--- src/dtc_defs.svh ---
// Register offsets, field positions, reset values and timing counts for the dual timer
`ifndef DTC_DEFS_SVH
`define DTC_DEFS_SVH
`define DTC_ADDR_W        4
`define DTC_OFF_SYSCFG    4'h0
`define DTC_OFF_TIMER_MODE_CONTROL      4'h1
`define DTC_OFF_CTRL      4'h2
`define DTC_OFF_CL0       4'h3
`define DTC_OFF_CH0       4'h4
`define DTC_OFF_CL1       4'h5
`define DTC_OFF_CH1       4'h6
`define DTC_OFF_RL0       4'h7
`define DTC_OFF_RH0       4'h8
`define DTC_OFF_RL1       4'h9
`define DTC_OFF_RH1       4'hA
`define DTC_OFF_IRQ_STAT  4'hB
`define DTC_OFF_IRQ_MASK  4'hC
`define DTC_SYSCFG_PS_LSB 2
`define DTC_TIMER_MODE_CONTROL_GATE     3
`define DTC_TIMER_MODE_CONTROL_CT       2
`define DTC_CTRL_OF1      7
`define DTC_CTRL_RUN1     6
`define DTC_CTRL_OF0      5
`define DTC_CTRL_RUN0     4
`define DTC_RST_SYSCFG    8'h00
`define DTC_RST_TIMER_MODE_CONTROL      8'h00
`define DTC_SAMPLE_OSC    2
`endif

--- src/dtc_pkg.sv ---
// Types shared by the dual timer design
package dtc_pkg;
  typedef enum logic [1:0] {
    DTC_M_RELOAD16,
    DTC_M_FREE16,
    DTC_M_RELOAD8,
    DTC_M_SPLIT8
  } dtc_mode_t;
endpackage : dtc_pkg

--- src/dtc_tick_if.sv ---
// Carries the shared timer tick and pin sample enable between modules
`timescale 1ns/1ps
`default_nettype none
interface dtc_tick_if;
  logic       tick;
  logic       sample;
  logic [1:0] ps_sel;
  modport src (input ps_sel, output tick, output sample);
  modport dst (output ps_sel, input tick, input sample);
endinterface : dtc_tick_if
`default_nettype wire

--- src/dtc_dual_timer.sv ---
// Two 16-bit timer/counters with modes, gating, prescaler and interrupt
// Notes on behaviour
// - Function select picks tick or count pin
// - Two mode bits select four modes
// - Gating: run only while gate pin high
// - No gating: run whenever run bit set
// - Tick is oscillator over 4, 16, 64
// - Each timer has high and low reload registers
// - Mode 00 overflow sets flag, reloads both
// - Mode 10 low reload from low register
// - Mode 01 wraps without reload
// - Mode 00 period is 65536 minus reload
// - Count pins sampled each two cycles, falling edge
// - Flag cleared by acknowledge or software
// - Mode 10 reload leaves high byte alone
// - Split mode: high byte uses timer 1 controls
//
// The strobed register port and the register offsets were chosen for this implementation.
`timescale 1ns/1ps
`default_nettype none
`include "dtc_defs.svh"
module dtc_dual_timer (
  input  wire logic                   sys_clk,      // 40 MHz clock
  input  wire logic                   reset_n,      // Async reset, active low
  input  wire logic [`DTC_ADDR_W-1:0] reg_addr,     // Register address
  input  wire logic [7:0]             reg_wdata,    // Write data
  input  wire logic                   reg_wr,       // Write strobe
  input  wire logic                   reg_rd,       // Read strobe
  output logic      [7:0]             reg_rdata,    // Read data, cycle after strobe
  input  wire logic [1:0]             count_input_pin,   // External count pins
  input  wire logic [1:0]             external_gate_pin, // External gate pins
  input  wire logic [1:0]             vector_ack,   // Pulse: interrupt vectored per timer
  output logic      [1:0]             overflow_flag,// Overflow flags
  output logic                        irq           // Level interrupt
);
  typedef struct packed {
    logic [7:0]       syscfg;
    logic [7:0]       timer_mode_control;
    logic [1:0]       run;
    logic [1:0]       ovf;
    logic [1:0][7:0]  cl;
    logic [1:0][7:0]  ch;
    logic [1:0][7:0]  rl;
    logic [1:0][7:0]  rh;
    logic [1:0]       ist;
    logic [1:0]       imask;
    logic [1:0]       cp_s1;
    logic [1:0]       cp_s2;
    logic [1:0]       cp_last;
    logic [1:0]       gp_s1;
    logic [1:0]       gp_s2;
    logic [7:0]       rdata;
  } dtc_st_t;
  dtc_st_t st_ff;
  dtc_st_t nxt_st;

  dtc_tick_if tk ();

  dtc_prescaler u_ps (
    .sys_clk (sys_clk),
    .reset_n (reset_n),
    .tk      (tk)
  );

  assign tk.ps_sel = st_ff.syscfg[`DTC_SYSCFG_PS_LSB +: 2];

  // Per-timer config field from the mode register
  function automatic logic [3:0] cfg_of(input logic [7:0] tm, input int n);
    cfg_of = (n == 1) ? tm[7:4] : tm[3:0];
  endfunction : cfg_of

  // Two-bit mode field of one timer
  function automatic logic [1:0] mode_of(input logic [7:0] tm, input int n);
    mode_of = (n == 1) ? tm[5:4] : tm[1:0];
  endfunction : mode_of

  logic [1:0] fall;
  logic [1:0] adv;
  always_comb begin
    for (int n = 0; n < 2; n++) begin
      logic [3:0] c;
      c = cfg_of(st_ff.timer_mode_control, n);
      // Falling edge seen by sampled pin compared to previous sample
      fall[n] = tk.sample && st_ff.cp_last[n] && !st_ff.cp_s2[n];
      // Increment source and gating
      adv[n] = st_ff.run[n] && (!c[`DTC_TIMER_MODE_CONTROL_GATE] || st_ff.gp_s2[n])
               && (c[`DTC_TIMER_MODE_CONTROL_CT] ? fall[n] : tk.tick);
    end
  end

  // Next state: bus writes, counting, flags
  always_comb begin
    logic [1:0]  hit;
    logic [16:0] sum;
    logic [8:0]  s8;
    logic [8:0]  h8;
    dtc_pkg::dtc_mode_t m;
    logic [3:0]  c0;
    hit    = '0;
    sum    = '0;
    s8     = '0;
    h8     = '0;
    m      = dtc_pkg::DTC_M_RELOAD16;
    c0     = cfg_of(st_ff.timer_mode_control, 0);
    nxt_st = st_ff;
    nxt_st.cp_s1   = count_input_pin;
    nxt_st.cp_s2   = st_ff.cp_s1;
    nxt_st.gp_s1   = external_gate_pin;
    nxt_st.gp_s2   = st_ff.gp_s1;
    if (tk.sample) begin
      nxt_st.cp_last = st_ff.cp_s2;
    end
    // Software writes
    if (reg_wr) begin
      unique case (reg_addr)
        `DTC_OFF_SYSCFG:   nxt_st.syscfg = reg_wdata;
        `DTC_OFF_TIMER_MODE_CONTROL:     nxt_st.timer_mode_control   = reg_wdata;
        `DTC_OFF_CTRL: begin
          nxt_st.run = {reg_wdata[`DTC_CTRL_RUN1], reg_wdata[`DTC_CTRL_RUN0]};
          nxt_st.ovf = {reg_wdata[`DTC_CTRL_OF1], reg_wdata[`DTC_CTRL_OF0]};
        end
        `DTC_OFF_CL0:      nxt_st.cl[0] = reg_wdata;
        `DTC_OFF_CH0:      nxt_st.ch[0] = reg_wdata;
        `DTC_OFF_CL1:      nxt_st.cl[1] = reg_wdata;
        `DTC_OFF_CH1:      nxt_st.ch[1] = reg_wdata;
        `DTC_OFF_RL0:      nxt_st.rl[0] = reg_wdata;
        `DTC_OFF_RH0:      nxt_st.rh[0] = reg_wdata;
        `DTC_OFF_RL1:      nxt_st.rl[1] = reg_wdata;
        `DTC_OFF_RH1:      nxt_st.rh[1] = reg_wdata;
        `DTC_OFF_IRQ_STAT: nxt_st.ist   = st_ff.ist & ~reg_wdata[1:0];
        `DTC_OFF_IRQ_MASK: nxt_st.imask = reg_wdata[1:0];
        default: ;
      endcase
    end
    // Hardware acknowledge clears the flag
    nxt_st.ovf = nxt_st.ovf & ~vector_ack;
    // Counting, per timer
    for (int n = 0; n < 2; n++) begin
      m = dtc_pkg::dtc_mode_t'(mode_of(st_ff.timer_mode_control, n));
      if (adv[n]) begin
        unique case (m)
          dtc_pkg::DTC_M_RELOAD16: begin
            sum = {1'b0, st_ff.ch[n], st_ff.cl[n]} + 17'h00001;
            if (sum[16]) begin
              nxt_st.ch[n] = st_ff.rh[n];
              nxt_st.cl[n] = st_ff.rl[n];
              hit[n] = 1'b1;
            end else begin
              {nxt_st.ch[n], nxt_st.cl[n]} = sum[15:0];
            end
          end
          dtc_pkg::DTC_M_FREE16: begin
            sum = {1'b0, st_ff.ch[n], st_ff.cl[n]} + 17'h00001;
            {nxt_st.ch[n], nxt_st.cl[n]} = sum[15:0];
            hit[n] = sum[16];
          end
          dtc_pkg::DTC_M_RELOAD8: begin
            s8 = {1'b0, st_ff.cl[n]} + 9'h001;
            nxt_st.cl[n] = s8[8] ? st_ff.rl[n] : s8[7:0];
            hit[n] = s8[8];
          end
          dtc_pkg::DTC_M_SPLIT8: begin
            if (n == 0) begin
              s8 = {1'b0, st_ff.cl[0]} + 9'h001;
              nxt_st.cl[0] = s8[7:0];
              hit[0] = s8[8];
            end
          end
        endcase
      end
    end
    // Split mode high byte: timer only, driven by timer 1 run bit and flag
    if (c0[1:0] == 2'h3) begin
      hit[1] = 1'b0;                                                // High byte owns timer 1 flag
      if (st_ff.run[1] && tk.tick) begin
        h8 = {1'b0, st_ff.ch[0]} + 9'h001;
        nxt_st.ch[0] = h8[7:0];
        hit[1] = h8[8];
      end
    end
    // Set wins over any clear in the same cycle
    nxt_st.ovf = nxt_st.ovf | hit;
    nxt_st.ist = nxt_st.ist | hit;
    nxt_st.rdata = 8'h00;
    if (reg_rd) begin
      unique case (reg_addr)
        `DTC_OFF_SYSCFG:   nxt_st.rdata = st_ff.syscfg;
        `DTC_OFF_TIMER_MODE_CONTROL:     nxt_st.rdata = st_ff.timer_mode_control;
        `DTC_OFF_CTRL:     nxt_st.rdata = {st_ff.ovf[1], st_ff.run[1], st_ff.ovf[0], st_ff.run[0], 4'h0};
        `DTC_OFF_CL0:      nxt_st.rdata = st_ff.cl[0];
        `DTC_OFF_CH0:      nxt_st.rdata = st_ff.ch[0];
        `DTC_OFF_CL1:      nxt_st.rdata = st_ff.cl[1];
        `DTC_OFF_CH1:      nxt_st.rdata = st_ff.ch[1];
        `DTC_OFF_RL0:      nxt_st.rdata = st_ff.rl[0];
        `DTC_OFF_RH0:      nxt_st.rdata = st_ff.rh[0];
        `DTC_OFF_RL1:      nxt_st.rdata = st_ff.rl[1];
        `DTC_OFF_RH1:      nxt_st.rdata = st_ff.rh[1];
        `DTC_OFF_IRQ_STAT: nxt_st.rdata = {6'h00, st_ff.ist};
        `DTC_OFF_IRQ_MASK: nxt_st.rdata = {6'h00, st_ff.imask};
        default:           nxt_st.rdata = 8'h00;
      endcase
    end
  end

  // State register
  always_ff @(posedge sys_clk or negedge reset_n) begin
    if (!reset_n) begin
      st_ff        <= '0;
      st_ff.syscfg <= `DTC_RST_SYSCFG;
      st_ff.timer_mode_control   <= `DTC_RST_TIMER_MODE_CONTROL;
    end else begin
      st_ff <= nxt_st;
    end
  end

  assign reg_rdata     = st_ff.rdata;
  assign overflow_flag = st_ff.ovf;
  assign irq           = |(st_ff.ist & st_ff.imask);

  // Reload and wrap on overflow
  AST_RELOAD16: assert property (@(posedge sys_clk) disable iff (!reset_n)
    (adv[0] && mode_of(st_ff.timer_mode_control, 0) == 2'h0 && {st_ff.ch[0], st_ff.cl[0]} == 16'hFFFF && !reg_wr)
    |=> ({st_ff.ch[0], st_ff.cl[0]} == $past({st_ff.rh[0], st_ff.rl[0]}) && overflow_flag[0]))
    else $error("reload or flag missing on 16-bit overflow");
  AST_RELOAD16_T1: assert property (@(posedge sys_clk) disable iff (!reset_n)
    (adv[1] && mode_of(st_ff.timer_mode_control, 1) == 2'h0 && {st_ff.ch[1], st_ff.cl[1]} == 16'hFFFF && !reg_wr)
    |=> ({st_ff.ch[1], st_ff.cl[1]} == $past({st_ff.rh[1], st_ff.rl[1]}) && overflow_flag[1]))
    else $error("timer 1 reload or flag missing on 16-bit overflow");
  AST_FREE16_WRAP: assert property (@(posedge sys_clk) disable iff (!reset_n)
    (adv[0] && mode_of(st_ff.timer_mode_control, 0) == 2'h1 && {st_ff.ch[0], st_ff.cl[0]} == 16'hFFFF && !reg_wr)
    |=> ({st_ff.ch[0], st_ff.cl[0]} == 16'h0000 && overflow_flag[0]))
    else $error("free mode did not wrap to zero");
  AST_RELOAD8: assert property (@(posedge sys_clk) disable iff (!reset_n)
    (adv[0] && mode_of(st_ff.timer_mode_control, 0) == 2'h2 && st_ff.cl[0] == 8'hFF && !reg_wr)
    |=> (st_ff.cl[0] == $past(st_ff.rl[0]) && st_ff.ch[0] == $past(st_ff.ch[0])))
    else $error("8-bit reload wrong or high byte changed");
  AST_RELOAD8_T1: assert property (@(posedge sys_clk) disable iff (!reset_n)
    (adv[1] && mode_of(st_ff.timer_mode_control, 1) == 2'h2 && st_ff.cl[1] == 8'hFF && !reg_wr)
    |=> (st_ff.cl[1] == $past(st_ff.rl[1]) && st_ff.ch[1] == $past(st_ff.ch[1])))
    else $error("timer 1 8-bit reload wrong or high byte changed");

  // Gating, increment source and stopped timers
  AST_HOLD_STOPPED: assert property (@(posedge sys_clk) disable iff (!reset_n)
    (!st_ff.run[1] && !reg_wr) |=> $stable(st_ff.cl[1]))
    else $error("stopped timer moved");
  AST_GATE_LOW: assert property (@(posedge sys_clk) disable iff (!reset_n)
    (st_ff.timer_mode_control[`DTC_TIMER_MODE_CONTROL_GATE] && !st_ff.gp_s2[0]) |-> !adv[0])
    else $error("gated timer advanced with gate low");
  AST_GATE_LOW_T1: assert property (@(posedge sys_clk) disable iff (!reset_n)
    (st_ff.timer_mode_control[4 + `DTC_TIMER_MODE_CONTROL_GATE] && !st_ff.gp_s2[1]) |-> !adv[1])
    else $error("gated timer 1 advanced with gate low");
  AST_FREE_STEP: assert property (@(posedge sys_clk) disable iff (!reset_n)
    (st_ff.run[0] && st_ff.gp_s2[0] && !st_ff.timer_mode_control[`DTC_TIMER_MODE_CONTROL_CT] && tk.tick
     && mode_of(st_ff.timer_mode_control, 0) == 2'h1 && !reg_wr)
    |=> ({st_ff.ch[0], st_ff.cl[0]} == $past({st_ff.ch[0], st_ff.cl[0]}) + 16'h0001))
    else $error("running timer missed a tick");
  AST_TICK_SRC: assert property (@(posedge sys_clk) disable iff (!reset_n)
    (adv[0] && !st_ff.timer_mode_control[`DTC_TIMER_MODE_CONTROL_CT]) |-> tk.tick)
    else $error("timer advanced without tick");
  AST_TICK_SRC_T1: assert property (@(posedge sys_clk) disable iff (!reset_n)
    (adv[1] && !st_ff.timer_mode_control[4 + `DTC_TIMER_MODE_CONTROL_CT]) |-> tk.tick)
    else $error("timer 1 advanced without tick");
  AST_COUNT_EDGE: assert property (@(posedge sys_clk) disable iff (!reset_n)
    (adv[1] && st_ff.timer_mode_control[4 + `DTC_TIMER_MODE_CONTROL_CT]) |-> (st_ff.cp_last[1] && !st_ff.cp_s2[1]))
    else $error("counter advanced without falling edge");

  // Flags and readback
  AST_ACK_CLEAR: assert property (@(posedge sys_clk) disable iff (!reset_n)
    (vector_ack[0] && !adv[0] && !reg_wr && mode_of(st_ff.timer_mode_control, 0) != 2'h3) |=> !overflow_flag[0])
    else $error("acknowledge did not clear flag");
  AST_READ_LAT: assert property (@(posedge sys_clk) disable iff (!reset_n)
    (reg_rd && reg_addr == `DTC_OFF_TIMER_MODE_CONTROL && !reg_wr) |=> reg_rdata == $past(st_ff.timer_mode_control))
    else $error("mode register readback wrong");

  // Split mode and timer 1 hold
  AST_SPLIT_HIGH: assert property (@(posedge sys_clk) disable iff (!reset_n)
    (mode_of(st_ff.timer_mode_control, 0) == 2'h3 && !st_ff.run[1] && !reg_wr) |=> $stable(st_ff.ch[0]))
    else $error("split high byte ran without timer 1 run bit");
  AST_SPLIT_LOW_HOLD: assert property (@(posedge sys_clk) disable iff (!reset_n)
    (mode_of(st_ff.timer_mode_control, 0) == 2'h3 && !st_ff.run[0] && !reg_wr) |=> $stable(st_ff.cl[0]))
    else $error("split low byte ran without timer 0 run bit");
  AST_SPLIT_FLAG: assert property (@(posedge sys_clk) disable iff (!reset_n)
    (mode_of(st_ff.timer_mode_control, 0) == 2'h3 && st_ff.run[1] && tk.tick && st_ff.ch[0] == 8'hFF)
    |=> (st_ff.ch[0] == 8'h00 && overflow_flag[1]))
    else $error("split high byte overflow did not set timer 1 flag");
  AST_HOLD_MODE3: assert property (@(posedge sys_clk) disable iff (!reset_n)
    (mode_of(st_ff.timer_mode_control, 1) == 2'h3 && !reg_wr) |=> $stable({st_ff.ch[1], st_ff.cl[1]}))
    else $error("timer 1 moved in mode 3");

  // Main scenarios reached
  COV_OVF0: cover property (@(posedge sys_clk) disable iff (!reset_n) $rose(overflow_flag[0]));
  COV_SPLIT: cover property (@(posedge sys_clk) disable iff (!reset_n)
    mode_of(st_ff.timer_mode_control, 0) == 2'h3 && $rose(overflow_flag[1]));
  COV_IRQ: cover property (@(posedge sys_clk) disable iff (!reset_n) $rose(irq));
  COV_COUNT_PIN: cover property (@(posedge sys_clk) disable iff (!reset_n) adv[1] && fall[1]);
  COV_RELOAD8: cover property (@(posedge sys_clk) disable iff (!reset_n)
    adv[0] && mode_of(st_ff.timer_mode_control, 0) == 2'h2 && st_ff.cl[0] == 8'hFF);
endmodule : dtc_dual_timer
`default_nettype wire

--- src/dtc_prescaler.sv ---
// Shared prescaler producing the timer tick and the pin sample enable
`timescale 1ns/1ps
`default_nettype none
`include "dtc_defs.svh"
module dtc_prescaler (
  input  wire logic   sys_clk,  // System clock
  input  wire logic   reset_n,  // Async reset, active low
  dtc_tick_if.src     tk        // Tick and sample enables
);
  typedef struct packed {
    logic [5:0] div;
    logic       tick;
    logic       sample;
  } dtc_ps_st_t;
  dtc_ps_st_t st_ff;
  dtc_ps_st_t nxt_st;

  // Free running divider; tick on the last count of the selected ratio
  always_comb begin
    nxt_st        = st_ff;
    nxt_st.div    = st_ff.div + 6'h01;
    nxt_st.sample = (st_ff.div[0] == 1'b1);
    unique case (tk.ps_sel)
      2'h1:    nxt_st.tick = (st_ff.div[3:0] == 4'hF);
      2'h2:    nxt_st.tick = (st_ff.div == 6'h3F);
      default: nxt_st.tick = (st_ff.div[1:0] == 2'h3);
    endcase
  end

  always_ff @(posedge sys_clk or negedge reset_n) begin
    if (!reset_n) begin
      st_ff <= '0;
    end else begin
      st_ff <= nxt_st;
    end
  end

  assign tk.tick   = st_ff.tick;
  assign tk.sample = st_ff.sample;

  AST_TICK_SPACING: assert property (@(posedge sys_clk) disable iff (!reset_n)
    (tk.tick && tk.ps_sel == 2'h0 && $stable(tk.ps_sel)) |-> ##1 !tk.tick [*3])
    else $error("tick came too soon at divide by four");
  AST_SAMPLE_HALF: assert property (@(posedge sys_clk) disable iff (!reset_n)
    tk.sample |=> !tk.sample)
    else $error("sample enable not every two cycles");
endmodule : dtc_prescaler
`default_nettype wire

--- config.mk ---
export PLATFORM = sky130hd
export DESIGN_NAME = dtc_dual_timer
export DESIGN_NICKNAME = d
export VERILOG_FILES = /design/src/dtc_pkg.sv /design/src/dtc_tick_if.sv /design/src/dtc_dual_timer.sv /design/src/dtc_prescaler.sv
export VERILOG_INCLUDE_DIRS = /design/src
export SDC_FILE = /design/constraint.sdc
export NUM_CORES = 1
export LEC_CHECK = 0
export ABC_AREA = 0
export ABC_CLOCK_PERIOD_IN_PS = 2290
export BUFFER_PORTS_ARGS = -buffer_cell sky130_fd_sc_hd__buf_4
export CAP_MARGIN = 20
export CORE_ASPECT_RATIO = 0.5
export CORE_MARGIN = 2
export CORE_UTILIZATION = 40
export CTS_CLUSTER_SIZE = 8
export DETAILED_ROUTE_END_ITERATION = 7
export GPL_TIMING_DRIVEN = 0
export PLACE_DENSITY = 0.53
export SYNTH_ARGS = -nofsm -noshare
export SYNTH_HDL_FRONTEND = slang
export SYNTH_SLANG_ARGS = --single-unit
--- constraint.sdc ---
create_clock -name sys_clk -period 2.29 [get_ports sys_clk]
set_clock_uncertainty 0.2 [all_clocks]
set_input_delay 0 -clock sys_clk [delete_from_list [all_inputs] [get_ports sys_clk]]
set_output_delay 0 -clock sys_clk [all_outputs]
set_load 0.02 [all_outputs]
# After elaboration in Yosys (flattened, before gate mapping)
# Index checks and enable logic that the tools add are counted.
# classes
magnitude_cmp	0
multipliers	0
n_reduce_logical	31
bitwise_logic	7
shifts	0
addsub	6
n_div	0
eq_ne	22
n_mux	41
# ops
cell	n
$mux 8	21
$pmux 8 s13	1
$mux 70	1
$add 16x1->17 const B	2
$pmux 8 s2	2
$pmux 8 s4	1
$add 8x1->9 const B	3
$eq 4x4->1 const B	6
$pmux 8 s3	1
$reduce_and 2->1	9
$eq 4x3->1 const B	4
$eq 2x2->1 const B	5
$logic_and 1x1->1	9
$eq 4x2->1 const B	2
$mux 1	8
$add 6x1->6 const B	1
$and 2x2->2	3
$eq 2x1->1 const B	3
$eq 6x6->1 const B	1
$mux 2	3
$pmux 1 s3	2
$eq 4x1->1 const B	1
$logic_not 1->1	4
$logic_not 2->1	2
other kinds (7)	12
# totals
regBits	114
memories	0
output_inout_bits	11
input_bits	22
romBits	0
ram_bits	0
elab_cells	130
latchBits	0

# Depth between registers and ports, before layout
# depth
word_depth	8
depth_mapped	8
mapped_depth_nobuf	6

# Cells and area by module
# From an unflattened synthesis, not the netlist that was laid out.
# hier_totals
hier_cells	711
area_unflattened_um2	6835.3
# modules_own_cells
mod	cells_per_inst	seq_area_each_um2	n_inst	area_each_um2
dtc_dual_timer	686	2652.5	1	6515.0
dtc_prescaler	25	200.2	1	320.3

# Worst setup path before layout
# OpenSTA, ideal clock, no wires.
# synth_path
path_type	register -> register
from	register st_ff[55] (netlist bit)
to	register st_ff[57] (netlist bit)
path_stages_with_launch	7
t_required_ns	1.967
setup_ns	0.123
slack_ns	0.173
path_buffers	0
arrival_time_ns	1.794
period_less_slack_ns	2.117
path_cell_list	dfrtp_1 -> ha_1 -> nand4_4 -> or4_4 -> o21ai_1 -> a21oi_1 -> o221a_2
# synth_rtl
element	line_no	rtl
start: declaration	dtc_dual_timer.sv:54	dtc_st_t st_ff;
start signal: assignment	dtc_dual_timer.sv:212	st_ff <= nxt_st;

==> impl_metrics.yaml <==
run_status:
  outcome: "finished, final reports clean"
power:
  vdd.ir_drop.worst_uv: 575
  power.switching_uw: 2890
  seq_power_share_pct: 40.0
  netSwitchingFraction_pct: 36.0
  p_leak_uw: 0.00333
  p_int_uw: 5130
  p_comb_share_pct: 28.9
  cellPowerDensity_nw_per_um2: 978
  pwr-share-clk_pct: 31.2
clocking:
  cts-root-buf: "clkbuf_16"
  cts_tree: "done"
  cts_sinks: 114
  clkTransAtPathRegs_ns: 0.05
  cts_buffer_depth: 2
  clk_latency_ns: 0.43
  cts_max_level: 4
  cts-buffers-inserted: 17
die:
  die_w_um: 188
  start_util_pct: 41.2
  ios: 33
  core_area_um2: 16500
  rows: 33
  fp.dieArea_um2: 18100
  die_h_um: 96.1
layout:
  final_net_count: 782
  post-route-util_pct: 49.8
  instances_no_fill: 989
  fillers: 1564
  syn2layout_area_growth_pct: 21.1
  multi_input_area_um2: 3700
  layout_common_cells: "111 x dfrtp_1, 62 x mux2_2, 56 x nand2_1"
  antennaDiodeCount: 0
  seq_area_um2: 2860
  final_common_cell: "dfrtp_1"
  drive_gt1_share_pct: 25.6
worst_setup_path:
  required_ns: 2.42
  cp.arrival_ns: 2.33
  crit_type: "reg2reg"
  rr_startpoint: "st_ff[14]$_DFF_PN0_"
  end_kind: "flop"
  crit_fanout: 10
  cp-start-kind: "flop"
  crit_start: "st_ff[14]$_DFF_PN0_"
timing:
  slew_headroom_pct: 37.9
  max_freq_mhz: 455
  final_max_slew_viol_count: 0
  rsz0062_at_grt: "yes"
  final-setup-viol-count: 0
  timing.hold.ws_ns: 0.0220
  tightest_slew_ns: 0.931
  final.min_clock_period_ns: 2.20
  finalHoldViolCount: 0
  fin_crit_sh_pct: 96.0
  worst_slack_ns: 0.0907
grt:
  grt_max_degree: 77
  antenna_found_initial: 0
  grt_pass1_wl_mm: 35.5
  grt_pass1_vias: 5695
  grt_use_total_pct: 27.2
  grt.overflow.total: 0
detailed_routing:
  wl_per_cell_um: 23.3
  drc: 0
  final_antenna_net_count: 0
  viasPerCell: 6.07
  dr_total_vias: 5999
  wl_met1_mm: 11.3
  wl_met3_mm: 1.79
  wl_mm: 23.1
  dr.pass1.iters: 5
  top_layer: "met4"
  drt_iter0_drc: 551
  dr_wl_met2_mm: 9.44
synth:
  async_reset_ff_share_pct: 100
  synth_fp_nets: 707
  synth_cells: 679
  yosysSeqAreaShare_pct: 42.1
  avgSynthCellArea_um2: 9.99
  ys_seq_elements: 114
  synthFlopType: "dfrtp_1"
  synth_enable_flop_cells: 0
  yosysWarnings: 0
  ys_types: 76
  netlist_area_um2: 6780
placed_design:
  dp_slack_ns: -0.263
  routabilityCongestion: 0.967
  hpwl_mm: 16.6
  dpl.cell_count: 934
  numPortBuffers: 27
min_path:
  min_from: "count_input_pin[1]"
  min_path_type: "in2reg"
flow_run:
  max_cap_violations: 0
## cells by family after synthesis
kind of cell    after synthesis  share of synthesized area, %
simple gates                239                          19.7
compound gates              153                          15.9
flops                       114                          42.1
mux                          85                          14.2
buf+inv                      63                          4.50
xor+xnor                     19                          2.45
fa+ha+maj                     6                          1.11
## cell usage after synthesis, drive strengths merged, types with 13 or more instances
library cell | instances | area share [%]
a211oi | 13 | 1.6
a21oi | 30 | 2.2
buf | 28 | 2.5
clkbuf | 24 | 1.3
dfrtp | 114 | 42
mux2 | 62 | 10
mux2i | 20 | 3.0
nand2 | 57 | 3.2
nand2b | 13 | 1.2
nand3 | 40 | 3.0
nand4 | 15 | 1.8
nor2 | 32 | 1.8
nor2b | 15 | 1.4
nor3 | 28 | 2.6
o21ai | 33 | 2.4
## through the flow
step	setup TNS, ns	total power [uW]	instance area [um^2]
floorplan	0	4530	6780
global placement	-1.66	5320	7270
detailed placement	-1.52	5360	7300
CTS	0	7930	8090
global route	-0.00653	8450	8210
finish	0	8030	8210
## state kept, by name, summed over array words and instances (netlist names)
signal,cells
nxt_st,4
overflow_flag,2
reg_rdata,8
st_ff,92
u_ps.nxt_st,1
u_ps.st_ff,5
u_ps.tk.sample,1
u_ps.tk.tick,1
## power by group through the flow
| stage | Clock [uW] | Sequential [uW] | Combinational, uW |
|---|---|---|---|
| 6_report | 2500 | 3210 | 2320 |
| 5_1_grt | 2630 | 3270 | 2550 |
| 4_1_cts | 2540 | 3170 | 2230 |
| 3_5_place_dp | 0 | 3190 | 2170 |
| 3_3_place_gp | 0 | 3180 | 2140 |
| 2_1_floorplan | 0 | 2880 | 1650 |
## timing repair
item                                   in CTS  in global routing
endpoints found under the hold margin     144                  0
setup endpoints to repair                  26                 38
hold buffers                               20                  0
pin swaps                                   3                  6
buffers inserted                            2                  7
gates resized for setup                     6                 16
## layer usage
metal  global-route usage [%]  vias up
li1                         -     2675
met1                     39.5     3067
met2                     38.5      226
met3                     7.36       31
met4                     9.91        0
met5                        0        -
## path summary, 6_finish.rpt
| path | slack [ns] | end | cells past startpoint |
|---|---|---|---|
| worst max register to register | 0.09 | st_ff[58]$_DFF_PN0_ | 7 |
| worst min-delay path | 0.02 | nxt_st[15]$_DFF_PN0_ | 2 |
| worst min register to register | 0.15 | st_ff[14]$_DFF_PN0_ | 0 |
| max in group asynchronous | 1.02 | st_ff[55]$_DFF_PN0_ | 4 |
| min in group asynchronous | 0.43 | nxt_st[14]$_DFF_PN0_ | 4 |
| worst max-delay path | 0.09 | st_ff[58]$_DFF_PN0_ | 7 |
## layout make-up
class / count / share of cell area [%]
Buffer: 51 / 3.26
Clock buffer: 22 / 5.90
Clock inverter: 5 / 0.686
Inverter: 11 / 0.503
Multi-Input combinational cell: 502 / 45.0
Sequential cell: 114 / 34.8
Tap cell: 227 / 3.46
Timing Repair Buffer: 57 / 6.39
## critical path: stages, from the launching register on
cell	delay (ns)
dfrtp_1	0.37
nand3b_2	0.30
a2111oi_4	0.32
buf_4	0.19
buf_6	0.15
nand3b_1	0.20
o22ai_1	0.14
a211oi_1	0.23
Note: power is estimated with default switching activity, not from simulation.
